## src/common/spg_pkg.sv

```systemverilog
// Package for the spare pin GPIO block: register map, fields, codes.
// Assumes an AXI4-Lite slave with 32-bit data and one word per register.
`default_nettype none
package spg_pkg;
  // Bus widths
  localparam int ADDR_W = 12;
  localparam int DATA_W = 32;
  // Register indices and reset value; byte address is four times the index
  localparam logic [7:0] IDX_PAGE = 8'h00;
  localparam logic [7:0] IDX_GPIO_A = 8'h64;
  localparam logic [7:0] IDX_GPIO_B = 8'h65;
  localparam logic [7:0] REG_RST = 8'h00;
  // Writable bit masks
  localparam logic [7:0] PAGE_WMASK = 8'h01;
  localparam logic [7:0] A_WMASK = 8'hee;
  localparam logic [7:0] B_WMASK = 8'h37;
  // Page register field
  localparam int PAGE_BIT = 0;
  // Bus pin register fields
  localparam int A_SDA_MODE_HI = 7;
  localparam int A_SDA_MODE_LO = 6;
  localparam int A_SDA_LVL = 5;
  localparam int A_SDA_IN = 4;
  localparam int A_SCL_MODE_HI = 3;
  localparam int A_SCL_MODE_LO = 2;
  localparam int A_SCL_LVL = 1;
  localparam int A_SCL_IN = 0;
  // Multifunction pin register fields
  localparam int B_ADDR0 = 7;
  localparam int B_ADDR1 = 6;
  localparam int B_IN_EN = 5;
  localparam int B_SDIN_EN = 4;
  localparam int B_IN_VAL = 3;
  localparam int B_OUT_EN = 2;
  localparam int B_OUT_LVL = 1;
  localparam int B_CLK_SRC = 0;
  // Synchroniser depth and strap settling wait in cycles
  localparam int SYNC_STAGES = 2;
  localparam logic [1:0] STRAP_WAIT = 2'h2;
  // AXI responses
  localparam logic [1:0] RESP_OKAY = 2'h0;
  localparam logic [1:0] RESP_SLVERR = 2'h2;
  // Pin mode codes
  typedef enum logic [1:0] {
    MODE_NONE = 2'h0,
    MODE_IN = 2'h1,
    MODE_OUT = 2'h2,
    MODE_RSVD = 2'h3
  } spg_mode_type;
  // Register select after decode
  typedef enum logic [1:0] {
    SEL_NONE = 2'h0,
    SEL_PAGE = 2'h1,
    SEL_A = 2'h3,
    SEL_B = 2'h2
  } spg_sel_type;
  // Strap capture sequence
  typedef enum logic [1:0] {
    ST_SETTLE = 2'h0,
    ST_SAMPLE = 2'h1,
    ST_HELD = 2'h3
  } spg_strap_type;
endpackage
`default_nettype wire

```

## src/common/spg_pin_if.sv

```systemverilog
// Interface carrying synchronised pin levels to the register logic.
// Assumes all members are in the aclk domain.
`timescale 1ns/10ps
`default_nettype none
interface spg_pin_if;
  logic sda;
  logic scl;
  logic sel;
  logic addr0;
  logic addr1;
  logic spare_in;
  modport sync (output sda, scl, sel, addr0, addr1, spare_in);
  modport core (input sda, scl, sel, addr0, addr1, spare_in);
endinterface
`default_nettype wire

```

## src/logic/spg_pin_sync.sv

```systemverilog
// Two-stage synchroniser bank for all pin inputs of the block.
// Assumes pins are asynchronous to aclk; reset is synchronous, low.
`timescale 1ns/10ps
`default_nettype none
module spg_pin_sync
  import spg_pkg::*;
#(
  parameter int STAGES = SYNC_STAGES
) (
  input wire logic aclk,
  input wire logic aresetn,
  input wire logic sda_in,
  input wire logic scl_in,
  input wire logic iface_select,
  input wire logic addr_bit0_pin,
  input wire logic addr_bit1_pin,
  input wire logic spare_input_pin,
  spg_pin_if.sync pins
);
  localparam int W = 6;
  logic [W-1:0] raw;
  logic [W-1:0] stage_r [STAGES];

  // Gather the raw levels
  assign raw = {sda_in, scl_in, iface_select, addr_bit0_pin,
                addr_bit1_pin, spare_input_pin};

  // Shift chain; only the next stage reads each flop, and only the output reads the last
  always_ff @(posedge aclk) begin
    if (!aresetn) begin
      for (int i = 0; i < STAGES; i++) begin
        stage_r[i] <= '0;
      end
    end else begin
      stage_r[0] <= raw;
      for (int i = 1; i < STAGES; i++) begin
        stage_r[i] <= stage_r[i-1];
      end
    end
  end

  // Hand out the settled levels
  assign {pins.sda, pins.scl, pins.sel, pins.addr0, pins.addr1,
          pins.spare_in} = stage_r[STAGES-1];
endmodule
`default_nettype wire

```

## src/logic/spg_gpio_top.sv

```systemverilog
// Top of the spare pin GPIO block: AXI4-Lite registers and pin logic.
// Assumes pins are asynchronous and the normal-function drive inputs
// come from logic clocked on aclk.
`timescale 1ns/10ps
`default_nettype none
module spg_gpio_top
  import spg_pkg::*;
(
  input wire logic aclk,
  input wire logic aresetn,
  // AXI4-Lite write address
  input wire logic [spg_pkg::ADDR_W-1:0] s_axi_awaddr,
  input wire logic [2:0] s_axi_awprot,
  input wire logic s_axi_awvalid,
  output logic s_axi_awready,
  // AXI4-Lite write data
  input wire logic [spg_pkg::DATA_W-1:0] s_axi_wdata,
  input wire logic [3:0] s_axi_wstrb,
  input wire logic s_axi_wvalid,
  output logic s_axi_wready,
  // AXI4-Lite write response
  output logic [1:0] s_axi_bresp,
  output logic s_axi_bvalid,
  input wire logic s_axi_bready,
  // AXI4-Lite read address
  input wire logic [spg_pkg::ADDR_W-1:0] s_axi_araddr,
  input wire logic [2:0] s_axi_arprot,
  input wire logic s_axi_arvalid,
  output logic s_axi_arready,
  // AXI4-Lite read data
  output logic [spg_pkg::DATA_W-1:0] s_axi_rdata,
  output logic [1:0] s_axi_rresp,
  output logic s_axi_rvalid,
  input wire logic s_axi_rready,
  // Interface strap: one selects SPI, zero selects I2C
  input wire logic iface_select,
  // Control bus data pin, open drain
  input wire logic sda_in,
  output logic sda_out,
  output logic sda_oe_n,
  // Control bus clock pin, open drain
  input wire logic scl_in,
  output logic scl_out,
  output logic scl_oe_n,
  // Normal-function pull-down requests for the bus pins
  input wire logic func_sda_pull_low,
  input wire logic func_scl_pull_low,
  // Address strap pins
  input wire logic addr_bit0_pin,
  input wire logic addr_bit1_pin,
  // Spare input pin and its audio serial data route
  input wire logic spare_input_pin,
  output logic serial_data_in,
  // Spare output pin and its normal-function drive
  output logic spare_output_pin,
  output logic spare_output_oe_n,
  input wire logic func_spare_out,
  input wire logic func_spare_oe_n,
  // Core clock mux select: one takes plain_divided_clock
  output logic core_clock_use_plain
);
  import spg_pkg::*;

  spg_pin_if pins ();

  logic [7:0] page_r;
  logic [7:0] ctl_a_r;
  logic [7:0] ctl_b_r;
  logic addr0_r;
  logic addr1_r;
  spg_strap_type strap_r;
  logic [1:0] settle_r;
  logic aw_held_r;
  logic [ADDR_W-1:0] aw_addr_r;
  logic w_held_r;
  logic [DATA_W-1:0] w_data_r;
  logic w_lane0_r;
  logic bvalid_r;
  logic [1:0] bresp_r;
  logic rvalid_r;
  logic [1:0] rresp_r;
  logic [DATA_W-1:0] rdata_r;
  logic sda_oe_n_r;
  logic scl_oe_n_r;
  logic spare_out_r;
  logic spare_oe_n_r;
  logic sdin_r;

  logic aw_fire;
  logic w_fire;
  logic do_write;
  logic ar_fire;
  logic [ADDR_W-1:0] wr_addr;
  logic [DATA_W-1:0] wr_data;
  logic wr_lane0;
  spg_sel_type wr_sel;
  spg_sel_type rd_sel;
  logic [7:0] rd_byte;
  logic [7:0] wr_byte;
  logic spi_mode;
  logic i2c_mode;
  spg_mode_type sda_mode;
  spg_mode_type scl_mode;
  logic sda_gp_in;
  logic sda_gp_out;
  logic scl_gp_in;
  logic scl_gp_out;
  logic spare_gp_in;
  logic spare_gp_out;
  logic spare_sdin;
  logic [7:0] stat_a;
  logic [7:0] stat_b;

  // Word address to register select, honouring the active page
  function automatic spg_sel_type decode(
    input logic [ADDR_W-1:0] addr,
    input logic page1
  );
    logic [ADDR_W-3:0] idx;
    spg_sel_type sel;
    idx = addr[ADDR_W-1:2];
    sel = SEL_NONE;
    if (addr[1:0] == 2'h0) begin
      if (idx == (ADDR_W-2)'(IDX_PAGE)) begin
        sel = SEL_PAGE;
      end else if (!page1 && idx == (ADDR_W-2)'(IDX_GPIO_A)) begin
        sel = SEL_A;
      end else if (!page1 && idx == (ADDR_W-2)'(IDX_GPIO_B)) begin
        sel = SEL_B;
      end
    end
    return sel;
  endfunction

  // Merge writable bits of a byte under a mask
  function automatic logic [7:0] merge(
    input logic [7:0] old,
    input logic [7:0] data,
    input logic [7:0] mask
  );
    return (old & ~mask) | (data & mask);
  endfunction

  spg_pin_sync #(
    .STAGES(SYNC_STAGES)
  ) u_sync (
    .aclk(aclk),
    .aresetn(aresetn),
    .sda_in(sda_in),
    .scl_in(scl_in),
    .iface_select(iface_select),
    .addr_bit0_pin(addr_bit0_pin),
    .addr_bit1_pin(addr_bit1_pin),
    .spare_input_pin(spare_input_pin),
    .pins(pins)
  );

  // Strap and mode qualification
  assign spi_mode = pins.sel;
  assign i2c_mode = !pins.sel;
  assign sda_mode = spg_mode_type'(ctl_a_r[A_SDA_MODE_HI:A_SDA_MODE_LO]);
  assign scl_mode = spg_mode_type'(ctl_a_r[A_SCL_MODE_HI:A_SCL_MODE_LO]);

  // Effective general purpose uses; reserved code counts as none
  assign sda_gp_in = spi_mode && sda_mode == MODE_IN;
  assign sda_gp_out = spi_mode && sda_mode == MODE_OUT;
  assign scl_gp_in = spi_mode && scl_mode == MODE_IN;
  assign scl_gp_out = spi_mode && scl_mode == MODE_OUT;
  assign spare_gp_in = i2c_mode && ctl_b_r[B_IN_EN];
  assign spare_sdin = i2c_mode && ctl_b_r[B_SDIN_EN];
  assign spare_gp_out = i2c_mode && ctl_b_r[B_OUT_EN];

  // Read-only bits of both registers: live input levels, latched straps
  always_comb begin
    stat_a = REG_RST;
    stat_a[A_SDA_IN] = sda_gp_in && pins.sda;
    stat_a[A_SCL_IN] = scl_gp_in && pins.scl;
    stat_b = REG_RST;
    stat_b[B_ADDR0] = addr0_r;
    stat_b[B_ADDR1] = addr1_r;
    stat_b[B_IN_VAL] = spare_gp_in && pins.spare_in;
  end

  // Address strap capture once the synchroniser has settled
  always_ff @(posedge aclk) begin
    if (!aresetn) begin
      strap_r <= ST_SETTLE;
      settle_r <= 2'h0;
    end else begin
      unique case (strap_r)
        ST_SETTLE: begin
          settle_r <= settle_r + 2'h1;
          if (settle_r == STRAP_WAIT - 2'h1) begin
            strap_r <= ST_SAMPLE;
          end
        end
        ST_SAMPLE: strap_r <= ST_HELD;
        ST_HELD: strap_r <= ST_HELD;
        default: strap_r <= ST_SETTLE;
      endcase
    end
  end

  // Latched address levels, taken in the sample state only
  always_ff @(posedge aclk) begin
    if (!aresetn) begin
      addr0_r <= 1'b0;
      addr1_r <= 1'b0;
    end else if (strap_r == ST_SAMPLE) begin
      addr0_r <= pins.addr0;
      addr1_r <= pins.addr1;
    end
  end

  // Write channel handshakes; both halves held until the response
  assign s_axi_awready = !aw_held_r && !bvalid_r;
  assign s_axi_wready = !w_held_r && !bvalid_r;
  assign aw_fire = s_axi_awvalid && s_axi_awready;
  assign w_fire = s_axi_wvalid && s_axi_wready;
  assign wr_addr = aw_held_r ? aw_addr_r : s_axi_awaddr;
  assign wr_data = w_held_r ? w_data_r : s_axi_wdata;
  assign wr_lane0 = w_held_r ? w_lane0_r : s_axi_wstrb[0];
  assign do_write = (aw_held_r || aw_fire) && (w_held_r || w_fire);
  assign wr_sel = decode(wr_addr, page_r[PAGE_BIT]);
  assign wr_byte = wr_data[7:0];

  // Hold whichever half came first
  always_ff @(posedge aclk) begin
    if (!aresetn) begin
      aw_held_r <= 1'b0;
      aw_addr_r <= '0;
      w_held_r <= 1'b0;
      w_data_r <= '0;
      w_lane0_r <= 1'b0;
    end else if (do_write) begin
      aw_held_r <= 1'b0;
      w_held_r <= 1'b0;
    end else begin
      if (aw_fire) begin
        aw_held_r <= 1'b1;
        aw_addr_r <= s_axi_awaddr;
      end
      if (w_fire) begin
        w_held_r <= 1'b1;
        w_data_r <= s_axi_wdata;
        w_lane0_r <= s_axi_wstrb[0];
      end
    end
  end

  // Write response, one cycle after both halves are in
  always_ff @(posedge aclk) begin
    if (!aresetn) begin
      bvalid_r <= 1'b0;
      bresp_r <= RESP_OKAY;
    end else if (do_write) begin
      bvalid_r <= 1'b1;
      bresp_r <= (wr_sel == SEL_NONE) ? RESP_SLVERR : RESP_OKAY;
    end else if (s_axi_bready) begin
      bvalid_r <= 1'b0;
    end
  end

  // Page select register, visible on both pages
  always_ff @(posedge aclk) begin
    if (!aresetn) begin
      page_r <= REG_RST;
    end else if (do_write && wr_lane0 && wr_sel == SEL_PAGE) begin
      page_r <= merge(page_r, wr_byte, PAGE_WMASK);
    end
  end

  // Bus pin control register; input bits are not stored
  always_ff @(posedge aclk) begin
    if (!aresetn) begin
      ctl_a_r <= REG_RST;
    end else if (do_write && wr_lane0 && wr_sel == SEL_A) begin
      ctl_a_r <= merge(ctl_a_r, wr_byte, A_WMASK);
    end
  end

  // Multifunction register; strap and input bits are not stored
  always_ff @(posedge aclk) begin
    if (!aresetn) begin
      ctl_b_r <= REG_RST;
    end else if (do_write && wr_lane0 && wr_sel == SEL_B) begin
      ctl_b_r <= merge(ctl_b_r, wr_byte, B_WMASK);
    end
  end

  // Read channel; one read at a time
  assign s_axi_arready = !rvalid_r;
  assign ar_fire = s_axi_arvalid && s_axi_arready;
  assign rd_sel = decode(s_axi_araddr, page_r[PAGE_BIT]);

  // Read byte assembly
  always_comb begin
    unique case (rd_sel)
      SEL_PAGE: rd_byte = page_r & PAGE_WMASK;
      SEL_A: rd_byte = (ctl_a_r & A_WMASK) | stat_a;
      SEL_B: rd_byte = (ctl_b_r & B_WMASK) | stat_b;
      SEL_NONE: rd_byte = REG_RST;
    endcase
  end

  // Read data, one cycle after the address is taken
  always_ff @(posedge aclk) begin
    if (!aresetn) begin
      rvalid_r <= 1'b0;
      rresp_r <= RESP_OKAY;
      rdata_r <= '0;
    end else if (ar_fire) begin
      rvalid_r <= 1'b1;
      rresp_r <= (rd_sel == SEL_NONE) ? RESP_SLVERR : RESP_OKAY;
      rdata_r <= {{(DATA_W-8){1'b0}}, rd_byte};
    end else if (s_axi_rready) begin
      rvalid_r <= 1'b0;
    end
  end

  assign s_axi_bvalid = bvalid_r;
  assign s_axi_bresp = bresp_r;
  assign s_axi_rvalid = rvalid_r;
  assign s_axi_rresp = rresp_r;
  assign s_axi_rdata = rdata_r;

  // Open-drain bus pins: enable only to pull low
  always_ff @(posedge aclk) begin
    if (!aresetn) begin
      sda_oe_n_r <= 1'b1;
      scl_oe_n_r <= 1'b1;
    end else begin
      if (sda_gp_out) begin
        sda_oe_n_r <= ctl_a_r[A_SDA_LVL];
      end else if (sda_gp_in) begin
        sda_oe_n_r <= 1'b1;
      end else begin
        sda_oe_n_r <= !func_sda_pull_low;
      end
      if (scl_gp_out) begin
        scl_oe_n_r <= ctl_a_r[A_SCL_LVL];
      end else if (scl_gp_in) begin
        scl_oe_n_r <= 1'b1;
      end else begin
        scl_oe_n_r <= !func_scl_pull_low;
      end
    end
  end

  // The bus pins never drive high
  assign sda_out = 1'b0;
  assign scl_out = 1'b0;
  assign sda_oe_n = sda_oe_n_r;
  assign scl_oe_n = scl_oe_n_r;

  // Spare output pin: general output or its normal function
  always_ff @(posedge aclk) begin
    if (!aresetn) begin
      spare_out_r <= 1'b0;
      spare_oe_n_r <= 1'b1;
    end else if (spare_gp_out) begin
      spare_out_r <= ctl_b_r[B_OUT_LVL];
      spare_oe_n_r <= 1'b0;
    end else begin
      spare_out_r <= func_spare_out;
      spare_oe_n_r <= func_spare_oe_n;
    end
  end

  assign spare_output_pin = spare_out_r;
  assign spare_output_oe_n = spare_oe_n_r;

  // Spare input routed to audio serial data when enabled
  always_ff @(posedge aclk) begin
    if (!aresetn) begin
      sdin_r <= 1'b0;
    end else begin
      sdin_r <= spare_sdin && pins.spare_in;
    end
  end

  assign serial_data_in = sdin_r;

  // Core clock source selection level
  assign core_clock_use_plain = ctl_b_r[B_CLK_SRC];

endmodule
`default_nettype wire

```

## config.mk

```make
export PLATFORM = sky130hd
export DESIGN_NAME = spg_gpio_top
export DESIGN_NICKNAME = d
export VERILOG_FILES = /design/src/common/spg_pkg.sv /design/src/common/spg_pin_if.sv /design/src/logic/spg_pin_sync.sv /design/src/logic/spg_gpio_top.sv
export SDC_FILE = /design/constraint.sdc
export NUM_CORES = 1
export LEC_CHECK = 0
export BUFFER_PORTS_ARGS = -buffer_cell sky130_fd_sc_hd__clkbuf_2
export CORE_AREA = 4 4 121 100
export DETAILED_ROUTE_END_ITERATION = 16
export DIE_AREA = 0 0 125 104
export GPL_ROUTABILITY_DRIVEN = 0
export GPL_TIMING_DRIVEN = 0
export SYNTH_ARGS = -nofsm -noshare
export SYNTH_HDL_FRONTEND = slang
export SYNTH_SLANG_ARGS = --single-unit
```

## constraint.sdc

```tcl
create_clock -name aclk -period 2.23 [get_ports aclk]
set_input_delay 0.446 -clock aclk [delete_from_list [all_inputs] [get_ports aclk]]
set_output_delay 0.446 -clock aclk [all_outputs]
set_load 0.03 [all_outputs]
```

# Word level (Yosys, flattened, before mapping)
# Memory sizes are Yosys's and may differ from the RTL's.
# Cells that the tools add are included.
# Widths: inputs -> output; s select.
[word_totals]
mem_bits_rw = 12
reg_bits = 72
mem_count = 1
out_inout_bits = 49
inputBits = 83
elab_cells = 129
[mem_list]
columns = ["name", "depth", "word_bits", "rd", "rd_clocked_by_memory_dff", "wr", "line_no", "source"]
rows = [
  ["u_sync.stage_r", 2, 6, 2, 0, 2, "spg_pin_sync.sv:22", "logic [W-1:0] stage_r [STAGES];"],
]
[classes]
n_mux = 30
n_reduce_logical = 48
bitwise = 9
add_sub_neg = 1
n_eq_ne = 18
[ops]
columns = ["op", "n"]
rows = [
  ["$eq 10x7->1 const B", 4],
  ["$pmux 8 s4", 1],
  ["$logic_and 1x1->1", 25],
  ["$mux 2", 11],
  ["$logic_not 10->1", 2],
  ["$eq 2x2->1 const B", 7],
  ["$mux 1", 13],
  ["$eq 2x1->1 const B", 6],
  ["$mux 12", 1],
  ["$mux 6", 2],
  ["$logic_not 2->1", 5],
  ["$logic_not 1->1", 8],
  ["$mux 8", 1],
  ["$or 5x8->8", 1],
  ["$or 6x8->8", 1],
  ["$or 8x1->8", 1],
  ["$or 8x5->8", 1],
  ["$or 8x6->8", 1],
  ["$pmux 2 s2", 1],
  ["$reduce_and 2->1", 2],
  ["$reduce_bool 2->1", 2],
  ["$reduce_or 2->1", 2],
  ["$add 2x1->2 const B", 1],
  ["$logic_or 1x1->1", 2],
  ["3 further kinds", 5],
]

# Logic depth before layout (Yosys ltp)
# Gate-level depths: netlist of the first run.
[logic_depth]
depth_word = 9
mapped_depth = 8
mapped_depth_nobuf = 4

# Cells and area by module
# From an unflattened synthesis of the first run, not the netlist that was laid out.
[hier_totals]
hier_cells = 342
area_unflattened_um2 = 3288.2
[modules_own_cells]
columns = ["mod", "n_inst", "cells_each", "area_per_inst_um2", "seq_area_each_um2"]
rows = [
  ["spg_gpio_top", 1, 317, 2951.6, 1161.1],
  ["spg_pin_sync", 1, 25, 336.6, 240.2],
]

# Least setup slack after synthesis of the first run
# OpenSTA, ideal clock, no wires.
[synth_timing]
kind = "register to register"
from = "register bvalid_r (netlist: s_axi_bvalid)"
to = "register aw_addr_r[2]"
t_required_ns = 2.102
slack_ns = 0.282
setup_time_ns = 0.128
path_buffers = 2
stages_incl_launch_ff = 7
arrival_ns = 1.821
synth_period_minus_slack_ns = 1.948
path_cell_list = "dfxtp_1 -> nor2_1 -> and3_1 -> clkbuf_1 -> buf_4 -> mux2i_1 -> nor2_1"
[synth_via]
elab_chain_len = 7
elab_cells_between_ends = 10
classes_between = "bitwise: 1; reduce/logical: 9"
[synth_lines]
columns = ["item", "line_no", "source"]
rows = [
  ["from (decl)", "spg_gpio_top.sv:78", "logic bvalid_r;"],
  ["from (signal assigned)", "spg_gpio_top.sv:254", "bvalid_r <= 1'b0;"],
  ["from (signal assigned)", "spg_gpio_top.sv:257", "bvalid_r <= 1'b1;"],
  ["from (signal assigned)", "spg_gpio_top.sv:260", "bvalid_r <= 1'b0;"],
  ["$logic_not 1->1", "spg_gpio_top.sv:217", "assign s_axi_wready = !w_held_r && !bvalid_r;"],
  ["$logic_and 1x1->1", "spg_gpio_top.sv:217", ""],
  ["net s_axi_wready", "spg_gpio_top.sv:20", "output logic s_axi_wready,"],
  ["$logic_and 1x1->1", "spg_gpio_top.sv:219", "assign w_fire = s_axi_wvalid && s_axi_wready;"],
  ["$logic_or 1x1->1", "spg_gpio_top.sv:223", "assign do_write = (aw_held_r || aw_fire) && (w_held_r || w_fire);"],
  ["$logic_and 1x1->1", "spg_gpio_top.sv:223", ""],
  ["$not 1->1 (no line)", "--", ""],
  ["$reduce_and 2->1 (no line)", "--", ""],
  ["to (signal assigned)", "spg_gpio_top.sv:241", "aw_addr_r <= s_axi_awaddr;"],
  ["to (decl)", "spg_gpio_top.sv:74", "logic [ADDR_W-1:0] aw_addr_r;"],
]
# The timed path passes the listed nets, and every way through them passes these cells.
# A chain may end at the register's enable or synchronous reset.

# Worst setup path in the final report of the first run
[layout_timing]
from = "register aw_held_r"
to = "register ctl_b_r[2]"
[layout_via]
elab_chain_len = 9
elab_cells_between_ends = 19
classes_between = "eq/ne: 3; mux: 5; reduce/logical: 11"
[layout_lines]
columns = ["item", "line_no", "source"]
rows = [
  ["from (decl)", "spg_gpio_top.sv:73", "logic aw_held_r;"],
  ["from (signal assigned)", "spg_gpio_top.sv:230", "aw_held_r <= 1'b0;"],
  ["from (signal assigned)", "spg_gpio_top.sv:236", "aw_held_r <= 1'b0;"],
  ["from (signal assigned)", "spg_gpio_top.sv:240", "aw_held_r <= 1'b1;"],
  ["$mux 12", "spg_gpio_top.sv:220", "assign wr_addr = aw_held_r ? aw_addr_r : s_axi_awaddr;"],
  ["$eq 10x7->1", "spg_gpio_top.sv:128", "end else if (!page1 && idx == (ADDR_W-2)'(IDX_GPIO_B)) begin"],
  ["$logic_and 1x1->1", "spg_gpio_top.sv:128", ""],
  ["$mux 2", "spg_gpio_top.sv:128", ""],
  ["$mux 2", "spg_gpio_top.sv:126", "end else if (!page1 && idx == (ADDR_W-2)'(IDX_GPIO_A)) begin"],
  ["$mux 2", "spg_gpio_top.sv:124", "if (idx == (ADDR_W-2)'(IDX_PAGE)) begin"],
  ["$mux 2", "spg_gpio_top.sv:123", "if (addr[1:0] == 2'h0) begin"],
  ["$eq 2x2->1", "spg_gpio_top.sv:286", "end else if (do_write && wr_lane0 && wr_sel == SEL_B) begin"],
  ["$logic_and 1x1->1 *", "spg_gpio_top.sv:286", ""],
  ["to (signal assigned)", "spg_gpio_top.sv:287", "ctl_b_r <= merge(ctl_b_r, wr_byte, B_WMASK);"],
  ["to (decl)", "spg_gpio_top.sv:68", "logic [7:0] ctl_b_r;"],
]
# Mark *: on every way between the ends. The rest lies on a longest branch, timed or not.

==> results of run 1 <==
## cell usage in the layout, fill, tap and decap left out, types with 3 or more instances in the layout
| master | Yosys | layout |
|---|---|---|
| nor3b_1 | 3 | 3 |
| o21ai_0 | 8 | 8 |
| buf_2 | 3 | 3 |
| mux2i_1 | 43 | 43 |
| and2_1 | 18 | 18 |
| nand2b_1 | 8 | 8 |
| a21oi_1 | 10 | 10 |
| bufinv_16 | 0 | 4 |
| dfxtp_1 | 70 | 70 |
| nor2_1 | 37 | 37 |
| nor4_1 | 5 | 5 |
| nand2_1 | 33 | 33 |
| buf_4 | 31 | 31 |
| clkbuf_2 | 0 | 69 |
| mux2_2 | 8 | 8 |
| inv_1 | 6 | 6 |
| conb_1 | 1 | 28 |
| clkbuf_16 | 0 | 9 |
| nand4b_1 | 5 | 5 |
| clkbuf_1 | 10 | 10 |
## kinds of logic after synthesis
kind of cell             after synthesis  synth area share [%]
AO/OA/AOI/OAI                         35                  7.59
XOR/XNOR                               1                 0.275
flip-flops                            70                  44.0
multiplexers                          51                  16.4
other                                  1                 0.118
buffers and inverters                 51                  9.79
adder cells (fa/ha/maj)                1                 0.393
AND/OR/NAND/NOR                      130                  21.4
## worst max-delay path, stage by stage (launching register included)
cell and delay (ns):
dfxtp_1 0.30, buf_4 0.16, or3b_1 0.40, a221oi_4 0.34, nand4_2 0.31, mux2i_1 0.29
## state kept, by name, indices dropped and copies added (netlist names), 2 cells and up
register        flops
strap_r             2
ctl_b_r             5
u_sync.stage_r     12
aw_addr_r          12
ctl_a_r             6
settle_r            2
s_axi_rdata         8
w_data_r            8
## through the flow
stage / hold WS (ns) / setup WS (ns)
after floorplan: 0.412 / 0.282
after global placement: 0.419 / 0.296
after detailed placement: 0.419 / 0.254
after CTS: 0.305 / 0.332
after global routing: 0.323 / 0.272
final: 0.308 / 0.330
## final cells by class
class,instances,share of cell area [%]
clock buffer,11,6.03
inverter,6,0.537
timing repair buffer,69,8.24
buffer,45,6.90
clock inverter,5,3.08
sequential,70,33.4
tap,144,4.30
multi-input combinational,246,37.5
## power by group through the flow
| stage | Clock, mW | Combinational [mW] | Sequential (mW) |
|---|---|---|---|
| 2_1_floorplan | 0 | 0.368 | 1.41 |
| 3_5_place_dp | 0 | 0.518 | 1.39 |
| 6_report | 1.80 | 0.517 | 1.37 |
| 4_1_cts | 1.82 | 0.520 | 1.37 |
| 3_3_place_gp | 0 | 0.503 | 1.39 |
| 5_1_grt | 1.88 | 0.572 | 1.38 |
## worst min path at each step
stage,to,cells past startpoint,from
2_1_floorplan,u_sync.stage_r[0][10]$_SDFF_PN0_,1,u_sync.stage_r[0][4]$_SDFF_PN0_
3_3_place_gp,u_sync.stage_r[0][9]$_SDFF_PN0_,1,u_sync.stage_r[0][3]$_SDFF_PN0_
3_5_place_dp,u_sync.stage_r[0][9]$_SDFF_PN0_,1,u_sync.stage_r[0][3]$_SDFF_PN0_
4_1_cts,spare_output_oe_n$_SDFF_PN1_,3,func_spare_oe_n
5_1_grt,u_sync.stage_r[0][4]$_SDFF_PN0_,2,scl_in
6_report,spare_output_oe_n$_SDFF_PN1_,3,func_spare_oe_n
## routing by layer
layer / global-route usage, % / up-vias / routed length [um]
met5: 0 / - / 0
met4: 2.86 / 0 / 42
met3: 4.88 / 4 / 531
met2: 19.6 / 80 / 3760
met1: 15.4 / 1208 / 3630
li1: - / 1326 / -
==> impl_metrics.yaml, run 1 <==
route:
  num_vias: 2618
  first_iter_violations: 118
  firstDrtPassIters: 4
  final_antenna_net_count: 0
  via_per_inst: 4.39
  drc: 0
  wl_per_cell_um: 13.4
  drt-total-wl_mm: 7.96
clock_tree:
  cts_resized: 0
  post_cts_buffers: 0
  tritoncts: "done"
  cts-root-buf: "clkbuf_16"
  cts_sinks: 70
  clock_latency_ns: 0.33
  numCtsBuffers: 9
  cts.path.max_buffers: 2
  hold_buffers: 0
  clk_pin_slew_ns: 0.06
  htree_num_levels: 3
power_and_ir_drop:
  vdd_drop_max_mv: 0.329
  power_switching_mw: 0.873
  finalPower_mw: 3.68
  pwr-share-seq_pct: 37.2
  p_per_area_nw_per_um2: 879
  switching_share_pct: 23.7
  combPwrFrac_pct: 14.0
  internal_power_mw: 2.81
  clkPwrFrac_pct: 48.8
  leakage_nw: 1.93
placed_design:
  placedCellCount: 580
  hpwlAfterDp_mm: 6.21
  portBuffers: 69
  postPlaceCellArea_um2: 3810
critical_path:
  cp-startpoint: "aw_held_r$_SDFFE_PP0P_"
  reg2reg_depth: 5
  crit_path_start_kind: "flop"
  path_max_fanout: 10
  cp.required_ns: 2.47
  end_kind: "flop"
  timing.rr.end: "ctl_b_r[2]$_SDFFE_PN0P_"
  path_class: "flop to flop"
  timing.rr.start: "aw_held_r$_SDFFE_PP0P_"
  cp-endpoint: "ctl_b_r[2]$_SDFFE_PN0P_"
  rrSetupSlack_ns: 0.33
  cp.arrival_ns: 2.14
timing:
  tightest_slew_ns: 0.594
  rsz0062_at_grt: "false"
  fin_setup_tns_ns: 0
  finalSetupViolCount: 0
  slew_viol_final: 0
  fin_crit_sh_pct: 85.2
  hold_viol_final: 0
  slew_headroom_pct: 60.4
  skew_ns: 0.00683
  max_clock_freq_ghz: 0.526
  period_minus_slack_ns: 1.90
yosys:
  async_reset_ff_share_pct: 0
  ys_top_cells_by_area: "dfxtp_1 44%, mux2i_1 14%, buf_4 7.3%, nor2_1 4.4%, nand2_1 3.9%"
  synth.distinct_cells: 46
  yosys-top-cells-count: "70 x dfxtp_1, 43 x mux2i_1, 37 x nor2_1, 33 x nand2_1, 31 x buf_4"
  synth_ff_type: "dfxtp_1"
  synth_most_common_cell: "dfxtp_1"
  yosysWarningCount: 0
  synth_area_leader_cell: "dfxtp_1"
  synth_top_area_share_pct: 44.0
  syn_inst: 340
  syn_area_per_cell_um2: 9.36
  seq_area_frac_synth_pct: 44.0
  ys_seq_elements: 70
  syn_area_um2: 3180
  synth_edf_count: 0
run_status:
  status: "finished clean"
finish:
  fin_nets: 531
  fill_cells: 1119
  stdcell_area_um2: 4190
  drive_gt1_share_pct: 28.8
  multiInputGateArea_um2: 1570
  num_antenna_cells: 0
  utilization_pct: 38.8
  syn_to_final_growth_pct: 31.7
  regArea_um2: 1400
  final_cells: 596
floorplanning:
  rows: 34
  die_h_um: 104
  coreArea_um2: 10800
  die_w_um: 125
  die_area_um2: 13000
  initial_utilization_pct: 29.4
  io_pins: 132
min_path:
  min_path_type: "primary input to flop"
grt:
  grt_overflow: 0
  grt_pass1_vias: 2472
  antenna_found_initial: 0
  grt_max_degree: 13
  grt_usage_pct: 12.2
  grt_pass1_wl_mm: 12.7
flow_run:
  drv_cap: 0
(Power assumes the default switching activity.)
==> inputs of run 2 (changes only) <==
==> constraint.sdc (replaced) <==
create_clock -name aclk -period 1.9 [get_ports aclk]
set_input_delay 0.38 -clock aclk [delete_from_list [all_inputs] [get_ports aclk]]
set_output_delay 0.38 -clock aclk [all_outputs]
set_load 0.03 [all_outputs]
==> run 2 against run 1 <==
Die area did not move. Critical path type unchanged. Non-clock buffer count rose by 4. Count of clock-buffer cells in the layout fell by 2. Final area fell by 0.36%. Register-to-register slack got worse by 0.27 ns. Global-route usage rose by 0.20 points. Critical endpoint is now ctl_a_r[2]$_SDFFE_PN0P_. Critical path depth rose by 1. Clock power barely moved. Worst hold slack got worse by 0.059 ns. Via count rose by 0.50%.
==> impl_metrics.yaml, run 2 (synthesis gave the netlist of run 1 again) <==
route:
  num_vias: 2631
  drt-total-wl_mm: 8.07
  drc: 0
  via_per_inst: 4.39
  firstDrtPassIters: 4
  wl_per_cell_um: 13.5
  final_antenna_net_count: 0
  first_iter_violations: 143
critical_path:
  cp.arrival_ns: 2.10
  slowest_stage: "or3b_4"
  path_buf_inv: 2
  cpMostUsedCell: "buf_6"
  crit_path_start_kind: "flop"
  end_kind: "flop"
  timing.rr.start: "aw_held_r$_SDFFE_PP0P_"
  cp-startpoint: "aw_held_r$_SDFFE_PP0P_"
  path_class: "flop to flop"
  cp.required_ns: 2.15
  path_max_fanout: 8
  cp_top_family: "simple AND/OR/NAND/NOR gates"
  cpPeakStageDelay_ns: 0.39
  crit_chain: "buf_6 -> or3b_4 -> a221oi_4 -> and4_1 -> buf_6 -> mux2i_1"
grt:
  antenna_found_initial: 0
  grt_pass1_vias: 2676
  grt_max_degree: 14
  grt_usage_pct: 12.4
  grt_pass1_wl_mm: 13.2
  grt_overflow: 0
timing:
  period_minus_slack_ns: 1.84
  finalSetupViolCount: 0
  hold_viol_final: 0
  fin_setup_tns_ns: 0
  fin_crit_sh_pct: 97.0
  max_clock_freq_ghz: 0.543
  slew_headroom_pct: 60.2
  slew_viol_final: 0
  rsz0062_at_grt: "true"
  skew_ns: 0.00524
  tightest_slew_ns: 0.596
placed_design:
  portBuffers: 69
  hpwlAfterDp_mm: 6.30
  postPlaceCellArea_um2: 3810
floorplanning:
  initial_utilization_pct: 29.4
  io_pins: 132
  coreArea_um2: 10800
  die_h_um: 104
  die_w_um: 125
  rows: 34
  die_area_um2: 13000
flow_run:
  drv_cap: 0
clock_tree:
  cts-root-buf: "clkbuf_16"
  cts.path.max_buffers: 2
  clock_latency_ns: 0.33
  hold_buffers: 0
  htree_num_levels: 3
  numCtsBuffers: 9
  clk_pin_slew_ns: 0.06
  cts_sinks: 70
  tritoncts: "done"
run_status:
  status: "finished clean"
finish:
  top_regs: "aw_addr_r: 12 flops, u_sync.stage_r: 12 flops"
  multiInputGateArea_um2: 1580
  final_cell_mix: "69 x dfxtp_1, 69 x clkbuf_2, 43 x mux2i_1"
  num_antenna_cells: 0
  regArea_um2: 1400
  syn_to_final_growth_pct: 31.2
  stdcell_area_um2: 4180
  drive_gt1_share_pct: 30.0
  fin_nets: 535
  utilization_pct: 38.6
  fill_cells: 1144
min_path:
  min_path_type: "primary input to flop"
  min_from: "func_spare_oe_n"
power_and_ir_drop:
  finalPower_mw: 4.03
  vdd_drop_max_mv: 0.403
  p_per_area_nw_per_um2: 966
  leakage_nw: 1.92
## run 2: through the flow
step	setup slack (ns)	std cells	hold slack (ns)
after floorplan	0.124	367	0.412
after global placement	0.0294	580	0.419
after detailed placement	-0.00683	580	0.419
after CTS	0.0267	596	0.242
after global routing	-0.0236	600	0.258
final	0.0569	600	0.250
## run 2: worst paths after layout
check / end / slack (ns) / cells past startpoint
max: ctl_a_r[2]$_SDFFE_PN0P_ / 0.06 / 6
min: spare_output_oe_n$_SDFF_PN1_ / 0.25 / 3
max reg2reg: ctl_a_r[2]$_SDFFE_PN0P_ / 0.06 / 6
min reg2reg: u_sync.stage_r[0][6]$_SDFF_PN0_ / 0.43 / 1
## run 2: repair_timing
item | 4_1_cts | 5_1_grt
resized for setup | 0 | 4
hold endpoints to repair | 0 | 0
endpoints found under the setup margin | 0 | 9
buffers inserted | 0 | 4
## run 2: area by class of cell
cell class	instances	share of cell area, %
flip-flops and latches	70	33.6
clock buffers	9	5.39
well taps	144	4.32
multi-input cells	246	37.7
repair buffers	73	8.99
plain buffers	45	7.10
inverters	6	0.539
clock inverters	7	2.34
## run 2: where the power goes
part	internal (mW)	switching [mW]	leakage, nW
logic	0.268	0.354	1.20
registers	1.55	0.0526	0.572
clock network	1.15	0.652	0.152
total	2.97	1.06	1.92
## run 2: per-layer routing
metal	vias up	track usage (%)	part of all wire [%]
met3	7	4.62	6.2
met1	1218	15.5	46
li1	1325	-	-
met4	0	2.86	0.63
met5	-	0	0
met2	81	20.5	47
## run 2: worst min-delay path, stage by stage
cell and delay (ns):
clkbuf_2 0.07, nand2_1 0.04, nand2_1 0.05
